==> config.mk <==
export PLATFORM = sky130hd
export DESIGN_NAME = grs_device_flat
export DESIGN_NICKNAME = d
export VERILOG_FILES = /design/src/rtl/grs_pkg.sv /design/src/rtl/grs_if.sv /design/src/rtl/grs_device.sv /design/src/flat_wrapper.sv
export VERILOG_INCLUDE_DIRS = /design/src /design/src/rtl
export SDC_FILE = /design/constraint.sdc
export NUM_CORES = 1
export LEC_CHECK = 0
export BUFFER_PORTS_ARGS = -buffer_cell sky130_fd_sc_hd__buf_2
export CAP_MARGIN = 40
export CORE_ASPECT_RATIO = 2
export CORE_MARGIN = 2
export CORE_UTILIZATION = 60
export DETAILED_ROUTE_END_ITERATION = 12
export PLACE_DENSITY = 0.77
export SLEW_MARGIN = 20
export SYNTH_ARGS = -nofsm -noshare
export SYNTH_HDL_FRONTEND = slang
export SYNTH_SLANG_ARGS = --single-unit
==> constraint.sdc <==
create_clock -name mclk_i -period 3.2 [get_ports mclk_i]
set_input_delay 0.32 -clock mclk_i [delete_from_list [all_inputs] [get_ports mclk_i]]
set_output_delay 0.32 -clock mclk_i [all_outputs]
set_load 0.1 [all_outputs]
==> src/rtl/grs_params.svh <==
`ifndef GRS_PARAMS_SVH
`define GRS_PARAMS_SVH

// rolling timing, kept small; clocks and lines
`define GRS_LINE_LAST    12'h03f
`define GRS_ACT_COLS     12'h030
`define GRS_EMB_ROWS     12'h002
`define GRS_OUT_LAST     12'h009
`define GRS_OUT_ROWS     12'h00a
`define GRS_FRAME_LAST   12'h00d
`define GRS_ROWEND_LAST  3'h5
`define GRS_RESUME_BASE  17'h0_000d
`define GRS_INTEG_LINES  17'h0_000a
`define GRS_SHUT_LINES   17'h0_0002
`define GRS_STROBE_DLY   16'h0010
`define GRS_SYNC_TMO     12'hc00
// prescale terminal counts, clocks per count minus one
`define GRS_SCALE0       11'h1ff
`define GRS_SCALE1       11'h7ff
`define GRS_SCALE2       11'h07f
`define GRS_SCALE3       11'h01f
// host register indices
`define GRS_REG_CTRL     4'h0
`define GRS_REG_RST_END  4'h1
`define GRS_REG_SHUT_LO  4'h2
`define GRS_REG_SHUT_HI  4'h3
`define GRS_REG_READ_LO  4'h4
`define GRS_REG_READ_HI  4'h5
`define GRS_REG_STRB_LEN 4'h6
`define GRS_REG_COARSE   4'h7
`define GRS_REG_VD_PER   4'h8
`define GRS_REG_GPI      4'h9
`define GRS_REG_STATUS   4'ha
// control register bits, then the sync pulse high time
`define GRS_CB_STREAM    0
`define GRS_CB_TRIG      1
`define GRS_CB_BULB      2
`define GRS_CB_STROBE    3
`define GRS_CB_GPI_TRIG  4
`define GRS_CB_PER_FRAME 5
`define GRS_CB_TMO       6
`define GRS_CB_SYNC_GLOB 7
`define GRS_CB_SCALE_LO  8
`define GRS_VD_HIGH      16'h0004
`endif

==> src/rtl/grs_pkg.sv <==
package grs_pkg;
  typedef enum logic [2:0] {
    ST_ROLL   = 3'b000,
    ST_ROWEND = 3'b001,
    ST_FRWAIT = 3'b010,
    ST_VDWAIT = 3'b011,
    ST_RESET  = 3'b100,
    ST_INTEG  = 3'b101,
    ST_TAIL   = 3'b110,
    ST_READ   = 3'b111
  } grs_state_e;

  typedef struct packed {
    logic        stream;
    logic        sw_trig;
    logic        bulb;
    logic        strobe_en;
    logic        gpi_trig_en;
    logic        per_frame_sync_enable;
    logic        sync_wait_timeout_enable;
    logic        sync_triggered_global_enable;
    logic [1:0]  prescale;
    logic [15:0] rst_end;
    logic [23:0] shut_start;
    logic [23:0] read_start;
    logic [15:0] strobe_len;
    logic [15:0] coarse_exp;
  } grs_cfg_s;
endpackage

==> src/rtl/grs_if.sv <==
interface grs_if;
  grs_pkg::grs_cfg_s cfg;
  logic              general_input_pin;
  logic              vertical_sync_in;
  logic              frame_valid_flag;
  logic              line_valid_flag;
  logic [15:0]       pix_data;
  logic              shutter;
  logic              strobe;
  logic              busy;
  logic              standby;

  modport dev (
    input  cfg, general_input_pin, vertical_sync_in,
    output frame_valid_flag, line_valid_flag, pix_data,
    output shutter, strobe, busy, standby
  );
  modport hst (
    output cfg, general_input_pin, vertical_sync_in,
    input  frame_valid_flag, line_valid_flag, pix_data,
    input  shutter, strobe, busy, standby
  );
endinterface

==> src/rtl/grs_device.sv <==
`include "grs_params.svh"
module grs_device (
  input  wire logic mclk_i,
  input  wire logic reset_i,
  grs_if.dev        lnk,
  output logic      integrating_o,
  output logic      resuming_o
);
  grs_pkg::grs_state_e state_reg, state_next;
  logic [11:0] col_reg, col_next, row_reg, row_next;
  logic [10:0] pre_reg;
  logic [23:0] phase_reg, tail_reg;
  logic [16:0] res_reg;
  logic [15:0] coarse_sh_reg, icnt_reg, strb_cnt_reg;
  logic [11:0] tmo_reg;
  logic [2:0]  dly_reg;
  logic        trig_prev_reg, vd_prev_reg, halt_reg, res_on_reg;
  logic        bulb_reg, strb_en_reg, sglob_reg;
  logic        shut_reg, strb_reg, lv_reg, fv_reg;
  logic [15:0] pix_reg;

  ////////////////////////////////////////////////////////////////
  wire trig_level = lnk.cfg.sw_trig |
                    (lnk.cfg.gpi_trig_en & lnk.general_input_pin);
  wire trig_rise  = trig_level & ~trig_prev_reg;
  wire vd_rise    = lnk.vertical_sync_in & ~vd_prev_reg;
  wire in_roll    = state_reg == grs_pkg::ST_ROLL;
  wire running    = lnk.cfg.stream | ~in_roll | res_on_reg;
  // no retrigger while the shutter is still closed
  wire accept     = trig_rise & in_roll & ~res_on_reg & ~shut_reg &
                    lnk.cfg.stream;
  wire slave      = lnk.cfg.per_frame_sync_enable |
                    lnk.cfg.sync_triggered_global_enable;
  wire col_last   = col_reg == `GRS_LINE_LAST;
  wire row_last   = row_reg == `GRS_FRAME_LAST;
  wire frame_last = col_last & row_last;
  wire read_last  = col_last & (row_reg == `GRS_OUT_LAST);
  wire in_frame   = row_reg < `GRS_OUT_ROWS;
  wire in_cols    = col_reg < `GRS_ACT_COLS;
  wire [10:0] scale_max = lnk.cfg.prescale == 2'h0 ? `GRS_SCALE0 :
                          lnk.cfg.prescale == 2'h1 ? `GRS_SCALE1 :
                          lnk.cfg.prescale == 2'h2 ? `GRS_SCALE2 :
                          `GRS_SCALE3;
  wire tick       = pre_reg == scale_max;
  wire timed      = state_reg == grs_pkg::ST_RESET ||
                    state_reg == grs_pkg::ST_INTEG ||
                    state_reg == grs_pkg::ST_TAIL;
  wire rst_done   = phase_reg == {8'h00, lnk.cfg.rst_end};
  wire shut_hit   = phase_reg == lnk.cfg.shut_start;
  wire read_hit   = phase_reg == lnk.cfg.read_start;
  wire [23:0] tail_load = lnk.cfg.read_start - lnk.cfg.shut_start;
  wire tmo_hit    = lnk.cfg.sync_wait_timeout_enable &
                    (tmo_reg == `GRS_SYNC_TMO);
  wire [16:0] res_target = {1'b0, coarse_sh_reg} + `GRS_RESUME_BASE;
  wire res_line   = res_on_reg & col_last;
  wire res_done   = res_line & (res_reg + 17'h0_0001 == res_target);
  wire roll_cnt   = in_roll & running & ~halt_reg & ~res_on_reg;
  wire cnt_en     = roll_cnt || state_reg == grs_pkg::ST_ROWEND ||
                    state_reg == grs_pkg::ST_FRWAIT ||
                    state_reg == grs_pkg::ST_READ || res_on_reg;
  wire enter_read = state_reg != grs_pkg::ST_READ &&
                    state_next == grs_pkg::ST_READ;
  wire enter_rst  = state_reg != grs_pkg::ST_RESET &&
                    state_next == grs_pkg::ST_RESET;
  wire read_end   = state_reg == grs_pkg::ST_READ & read_last;
  wire halt_set   = roll_cnt & frame_last &
                    lnk.cfg.per_frame_sync_enable;
  wire strb_start = state_reg == grs_pkg::ST_INTEG & strb_en_reg &
                    icnt_reg == `GRS_STROBE_DLY &
                    lnk.cfg.strobe_len != 16'h0000;

  ////////////////////////////////////////////////////////////////
  always_comb begin
    state_next = state_reg;
    case (state_reg)
      grs_pkg::ST_ROLL: begin
        if (accept)
          state_next = slave ? grs_pkg::ST_FRWAIT
                             : grs_pkg::ST_ROWEND;
      end
      grs_pkg::ST_ROWEND: begin
        if (!in_frame || dly_reg == `GRS_ROWEND_LAST)
          state_next = grs_pkg::ST_RESET;
      end
      grs_pkg::ST_FRWAIT: begin
        if (frame_last)
          state_next = lnk.cfg.sync_triggered_global_enable ?
                       grs_pkg::ST_VDWAIT : grs_pkg::ST_RESET;
      end
      grs_pkg::ST_VDWAIT: begin
        if (vd_rise)
          state_next = grs_pkg::ST_RESET;
      end
      grs_pkg::ST_RESET: begin
        if (rst_done)
          state_next = grs_pkg::ST_INTEG;
      end
      grs_pkg::ST_INTEG: begin
        if (sglob_reg) begin
          if (vd_rise)
            state_next = grs_pkg::ST_READ;
        end else if (bulb_reg) begin
          if (!trig_level && phase_reg >= lnk.cfg.shut_start)
            state_next = grs_pkg::ST_TAIL;
        end else if (read_hit) begin
          state_next = grs_pkg::ST_READ;
        end
      end
      grs_pkg::ST_TAIL: begin
        if (tail_reg == 24'h00_0000)
          state_next = grs_pkg::ST_READ;
      end
      grs_pkg::ST_READ: begin
        if (read_last)
          state_next = grs_pkg::ST_ROLL;
      end
      default: state_next = grs_pkg::ST_ROLL;
    endcase
  end

  ////////////////////////////////////////////////////////////////
  always_comb begin
    col_next = col_reg;
    row_next = row_reg;
    if (enter_read || (in_roll && !running) || res_done) begin
      col_next = 12'h000;
      row_next = 12'h000;
    end else if (cnt_en) begin
      col_next = col_last ? 12'h000 : col_reg + 12'h001;
      if (col_last)
        row_next = row_last ? 12'h000 : row_reg + 12'h001;
    end
  end

  ////////////////////////////////////////////////////////////////
  always_ff @(posedge mclk_i) begin
    if (reset_i) begin
      state_reg     <= grs_pkg::ST_ROLL;
      col_reg       <= 12'h000;
      row_reg       <= 12'h000;
      trig_prev_reg <= 1'b0;
      vd_prev_reg   <= 1'b0;
    end else begin
      state_reg     <= state_next;
      col_reg       <= col_next;
      row_reg       <= row_next;
      trig_prev_reg <= trig_level;
      vd_prev_reg   <= lnk.vertical_sync_in;
    end
  end

  // counters stop waiting on a missing sync edge after GRS_SYNC_TMO clocks once timeout is on
  always_ff @(posedge mclk_i) begin
    if (reset_i || !halt_reg)
      tmo_reg <= 12'h000;
    else
      tmo_reg <= tmo_reg + 12'h001;
    if (reset_i || vd_rise || tmo_hit)
      halt_reg <= 1'b0;
    else if (halt_set)
      halt_reg <= 1'b1;
  end

  always_ff @(posedge mclk_i) begin
    if (reset_i || state_reg != grs_pkg::ST_ROWEND || !in_cols)
      dly_reg <= (reset_i || state_reg != grs_pkg::ST_ROWEND) ?
                 3'h0 : dly_reg + 3'h1;
    if (reset_i || enter_rst || tick || !timed)
      pre_reg <= 11'h000;
    else
      pre_reg <= pre_reg + 11'h001;
    if (reset_i || enter_rst)
      phase_reg <= 24'h00_0000;
    else if (timed && tick)
      phase_reg <= phase_reg + 24'h00_0001;
    if (reset_i || state_reg != grs_pkg::ST_TAIL)
      tail_reg <= tail_load;
    else if (tick)
      tail_reg <= tail_reg - 24'h00_0001;
  end

  always_ff @(posedge mclk_i) begin
    if (reset_i) begin
      bulb_reg    <= 1'b0;
      strb_en_reg <= 1'b0;
      sglob_reg   <= 1'b0;
    end else if (accept) begin
      bulb_reg    <= lnk.cfg.bulb;
      strb_en_reg <= lnk.cfg.strobe_en;
      sglob_reg   <= lnk.cfg.sync_triggered_global_enable;
    end
  end

  // sensor shadow: rolling frame start, or just before readout
  always_ff @(posedge mclk_i) begin
    if (reset_i)
      coarse_sh_reg <= 16'h0000;
    else if (enter_read || (roll_cnt && col_reg == 12'h000 &&
                            row_reg == 12'h000))
      coarse_sh_reg <= lnk.cfg.coarse_exp;
  end

  always_ff @(posedge mclk_i) begin
    if (reset_i || read_end)
      res_reg <= 17'h0_0000;
    else if (res_line)
      res_reg <= res_reg + 17'h0_0001;
    if (reset_i || res_done)
      res_on_reg <= 1'b0;
    else if (read_end)
      res_on_reg <= 1'b1;
    if (reset_i || (res_line && res_reg + 17'h0_0001 ==
                    `GRS_SHUT_LINES))
      shut_reg <= 1'b0;
    else if (timed && shut_hit)
      shut_reg <= 1'b1;
  end

  always_ff @(posedge mclk_i) begin
    if (reset_i || state_reg != grs_pkg::ST_INTEG)
      icnt_reg <= 16'h0000;
    else if (icnt_reg != 16'hffff)
      icnt_reg <= icnt_reg + 16'h0001;
    if (reset_i) begin
      strb_reg     <= 1'b0;
      strb_cnt_reg <= 16'h0000;
    end else if (strb_start) begin
      strb_reg     <= 1'b1;
      strb_cnt_reg <= lnk.cfg.strobe_len;
    end else if (strb_reg) begin
      strb_reg     <= strb_cnt_reg != 16'h0001;
      strb_cnt_reg <= strb_cnt_reg - 16'h0001;
    end
  end

  ////////////////////////////////////////////////////////////////
  wire vid = (roll_cnt || state_reg == grs_pkg::ST_ROWEND ||
              state_reg == grs_pkg::ST_FRWAIT ||
              state_reg == grs_pkg::ST_READ) && in_frame;
  wire fv_next = vid || (state_reg == grs_pkg::ST_ROWEND &&
                         state_next == grs_pkg::ST_ROWEND);
  wire lv_next = vid && in_cols &&
                 !(state_reg == grs_pkg::ST_ROWEND && dly_reg != 3'h0);
  // embedded rows carry the programmed value, not the real exposure
  wire [15:0] pix_next = row_reg < `GRS_EMB_ROWS ?
                         coarse_sh_reg : {4'h0, col_reg};

  always_ff @(posedge mclk_i) begin
    if (reset_i) begin
      fv_reg  <= 1'b0;
      lv_reg  <= 1'b0;
      pix_reg <= 16'h0000;
    end else begin
      fv_reg  <= fv_next;
      lv_reg  <= lv_next;
      pix_reg <= lv_next ? pix_next : 16'h0000;
    end
  end

  assign lnk.frame_valid_flag = fv_reg;
  assign lnk.line_valid_flag  = lv_reg;
  assign lnk.pix_data         = pix_reg;
  assign lnk.shutter          = shut_reg;
  assign lnk.strobe           = strb_reg;
  assign lnk.busy             = ~in_roll | res_on_reg;
  assign lnk.standby          = ~running;
  assign integrating_o = state_reg == grs_pkg::ST_INTEG ||
                         state_reg == grs_pkg::ST_TAIL ||
                         (res_on_reg &&
                          res_reg >= `GRS_INTEG_LINES);
  assign resuming_o    = res_on_reg;
endmodule

==> src/flat_wrapper.sv <==
// flat-port wrapper written by rule: the top's interface ports become plain ports
module grs_device_flat 
  (mclk_i, reset_i, integrating_o, resuming_o, lnk_cfg, lnk_general_input_pin, lnk_vertical_sync_in, lnk_frame_valid_flag, lnk_line_valid_flag, lnk_pix_data, lnk_shutter, lnk_strobe, lnk_busy, lnk_standby);
  grs_if lnk_i ();
  input  wire logic mclk_i;
  input  wire logic reset_i;
  output logic integrating_o;
  output logic resuming_o;
  input wire logic [$bits(lnk_i.cfg)-1:0] lnk_cfg;
  input wire logic [$bits(lnk_i.general_input_pin)-1:0] lnk_general_input_pin;
  input wire logic [$bits(lnk_i.vertical_sync_in)-1:0] lnk_vertical_sync_in;
  output wire logic [$bits(lnk_i.frame_valid_flag)-1:0] lnk_frame_valid_flag;
  output wire logic [$bits(lnk_i.line_valid_flag)-1:0] lnk_line_valid_flag;
  output wire logic [$bits(lnk_i.pix_data)-1:0] lnk_pix_data;
  output wire logic [$bits(lnk_i.shutter)-1:0] lnk_shutter;
  output wire logic [$bits(lnk_i.strobe)-1:0] lnk_strobe;
  output wire logic [$bits(lnk_i.busy)-1:0] lnk_busy;
  output wire logic [$bits(lnk_i.standby)-1:0] lnk_standby;
  assign lnk_i.cfg = lnk_cfg;
  assign lnk_i.general_input_pin = lnk_general_input_pin;
  assign lnk_i.vertical_sync_in = lnk_vertical_sync_in;
  assign lnk_frame_valid_flag = lnk_i.frame_valid_flag;
  assign lnk_line_valid_flag = lnk_i.line_valid_flag;
  assign lnk_pix_data = lnk_i.pix_data;
  assign lnk_shutter = lnk_i.shutter;
  assign lnk_strobe = lnk_i.strobe;
  assign lnk_busy = lnk_i.busy;
  assign lnk_standby = lnk_i.standby;
  grs_device u_core (.mclk_i(mclk_i), .reset_i(reset_i), .lnk(lnk_i), .integrating_o(integrating_o), .resuming_o(resuming_o));
endmodule
==> flow_summary.json <==
{
  "die-area_um2": 21850,
  "synthTopCellsByArea": "dfxtp_1, xnor2_1, xor2_1",
  "synth.top_cell.area_share_pct": 26.86,
  "via_per_inst": 5.883,
  "required_ns": 3.57,
  "cts_max_level": 4,
  "grt_pass1_wl_mm": 54.12,
  "fin_crit_sh_pct": 90.72,
  "cts_tree": "done",
  "seq_area_frac_synth_pct": 33.41,
  "syn-cell-area_um2": 12370,
  "cp-end-kind": "flop",
  "synth_top_family_by_area": "simple AND/OR/NAND/NOR gates",
  "rows": 74,
  "synth_area_leader_cell": "dfxtp_1",
  "ctsResizeCount": 0,
  "fin_nets": 1803,
  "clock_path_buffers": 2,
  "grt_usage_pct": 31.01,
  "path_class": "flop to flop",
  "core_um2": 20370,
  "final_common_cell": "nor2_1",
  "synthXorXnorAreaFrac_pct": 15.45,
  "synth_fa_ha_area_share_pct": 7.140,
  "clkLatencyLatePin_ns": 0.45,
  "tns_ns": 0,
  "routed_wl_mm": 33.53,
  "path_clk_slew_ns": 0.07,
  "cts_root_buf": "clkbuf_16",
  "async_flop_share_pct": 0,
  "run_status": "complete, no violations",
  "worst_slew_pin_slew_ns": 0.7324,
  "drive_gt1_share_pct": 14.06,
  "mostFrequentLayoutCells": "nor2_1, dfxtp_1, nand2_1",
  "synth_compound_area_share_pct": 10.54,
  "cts.sinks": 193,
  "finalSetupViolCount": 0,
  "synth-simple-area-share_pct": 26.18,
  "wire_per_inst_um": 17.62,
  "place_inst": 1869,
  "finClkSkew_ns": 0.01010,
  "final_cells": 1903,
  "whs_path_depth": 3,
  "die_h_um": 207.1,
  "io_pins": 134,
  "first_pass_iters": 5,
  "postSynthAreaPerCell_um2": 8.314,
  "area_growth_pct": 13.55,
  "antenna_found_initial": 2,
  "vias": 11200,
  "maxCapViolCount": 0,
  "clock.fmax_mhz": 344.5,
  "dp_hpwl_mm": 26.89,
  "ys_ff_latch": 193,
  "ys_types": 75,
  "grt_max_degree": 35,
  "worst_r2r_path_depth": 10,
  "cts_hold_buf": 0,
  "power.leakage_uw": 0.005754,
  "grt_pass1_vias": 11270,
  "postCtsSetupBuffers": 0,
  "syn-num-nets": 1668,
  "initial_core_util_pct": 60.74,
  "synth_top_flop_cell": "dfxtp_1",
  "drt_iter0_drc": 518,
  "grt_setup_unrepaired": "no",
  "worst_hold_slack_ns": 0.1054,
  "cp-start-kind": "flop",
  "hold_viol_final": 0,
  "hp-class": "primary input to flop",
  "fin_crit_ns": 2.903,
  "overflow": 0,
  "muxShareOfSynthArea_pct": 2.923,
  "nFillCells": 1696,
  "synth_edf_count": 27,
  "arrival_ns": 3.27,
  "gp_congestion": 0.9952,
  "synth_cells": 1488,
  "vdd_drop_max_mv": 0.6789,
  "cp_max_fo": 16,
  "fp.dieW_um": 105.5,
  "p_per_area_nw_per_um2": 479.0,
  "drc": 0,
  "slew_headroom_pct": 50.73,
  "numCtsBuffers": 17,
  "ant_nets": 0,
  "slew_viol_final": 0,
  "io_buffers": 133,
  "yosysWarnings": 0
}
-- per-layer routing --
layer	GRT usage (%)	share of wire, %	vias up
li1	-	-	5484
met1	29.56	35	5241
met2	59.09	54	349
met3	4.940	3.8	120
met4	20.74	7.1	2
met5	0	0.021	-
-- critical path: stages (launching register included) --
cell	delay, ns
dfxtp_1	0.38
ha_1	0.35
nand4_1	0.17
nor3_1	0.36
nand3_1	0.15
a21oi_1	0.14
o211ai_1	0.14
o21ai_0	0.38
a32o_1	0.22
buf_4	0.28
mux2i_1	0.24
-- synthesized netlist by cell type (36+ instances only) --
master,count
nand3_1,58
nor3_1,56
a21oi_1,56
nand2_1,159
nor4_1,36
inv_1,69
nand4_1,36
o21ai_0,37
nor2_1,179
clkbuf_1,44
xor2_1,101
ha_1,69
xnor2_1,112
dfxtp_1,166
-- power by group --
| part | switching, uW | internal [uW] | total, uW |
|---|---|---|---|
| clock network | 1080 | 1050 | 2120 |
| registers | 212 | 2660 | 2870 |
| logic | 1110 | 622 | 1730 |
-- kinds of logic after synthesis --
kind of cell               after synthesis
and+or+nand+nor                        649
xor gates and xnor gates               215
AOI/OAI and AO/OA                      197
DFF                                    193
buffers and inverters                  128
adders and majority gates               70
muxes                                   36
-- stage by stage --
step           power, uW  worst slack [ns]  instance area [um2]  utilization (%)
6_report            6729            0.2971                14050            68.97
5_1_grt             7029           0.06328                14050            68.97
4_1_cts             6747            0.3287                14030            68.90
3_5_place_dp        4641            0.3096                13440            66.00
3_3_place_gp        4599            0.3752                13440            66.00
2_1_floorplan       4177           0.09853                12380                -
-- area by class of cell --
type / instances / area [um2] / area share (%)
antenna: 1 / 2.502 / 0.01781
clock buffer: 17 / 425.4 / 3.028
clock inverter: 15 / 166.4 / 1.185
inverter: 69 / 259.0 / 1.844
multi-input combinational: 1167 / 7719 / 54.94
sequential: 193 / 4134 / 29.43
tap: 266 / 332.8 / 2.369
timing repair buffer: 175 / 1010 / 7.187
-- path summary, 6_finish.rpt --
path	startpoint	slack, ns	end
max	u_core.phase_reg[19]$_SDFFE_PP0P_	0.30	u_core.coarse_sh_reg[14]$_SDFFE_PP0P_
min	lnk_cfg[103]	0.11	u_core.bulb_reg$_SDFFE_PP0P_
max reg2reg	u_core.phase_reg[19]$_SDFFE_PP0P_	0.30	u_core.coarse_sh_reg[14]$_SDFFE_PP0P_
min reg2reg	u_core.tmo_reg[0]$_SDFF_PP0_	0.47	u_core.tmo_reg[0]$_SDFF_PP0_
Power figures use the tool's default switching activity.
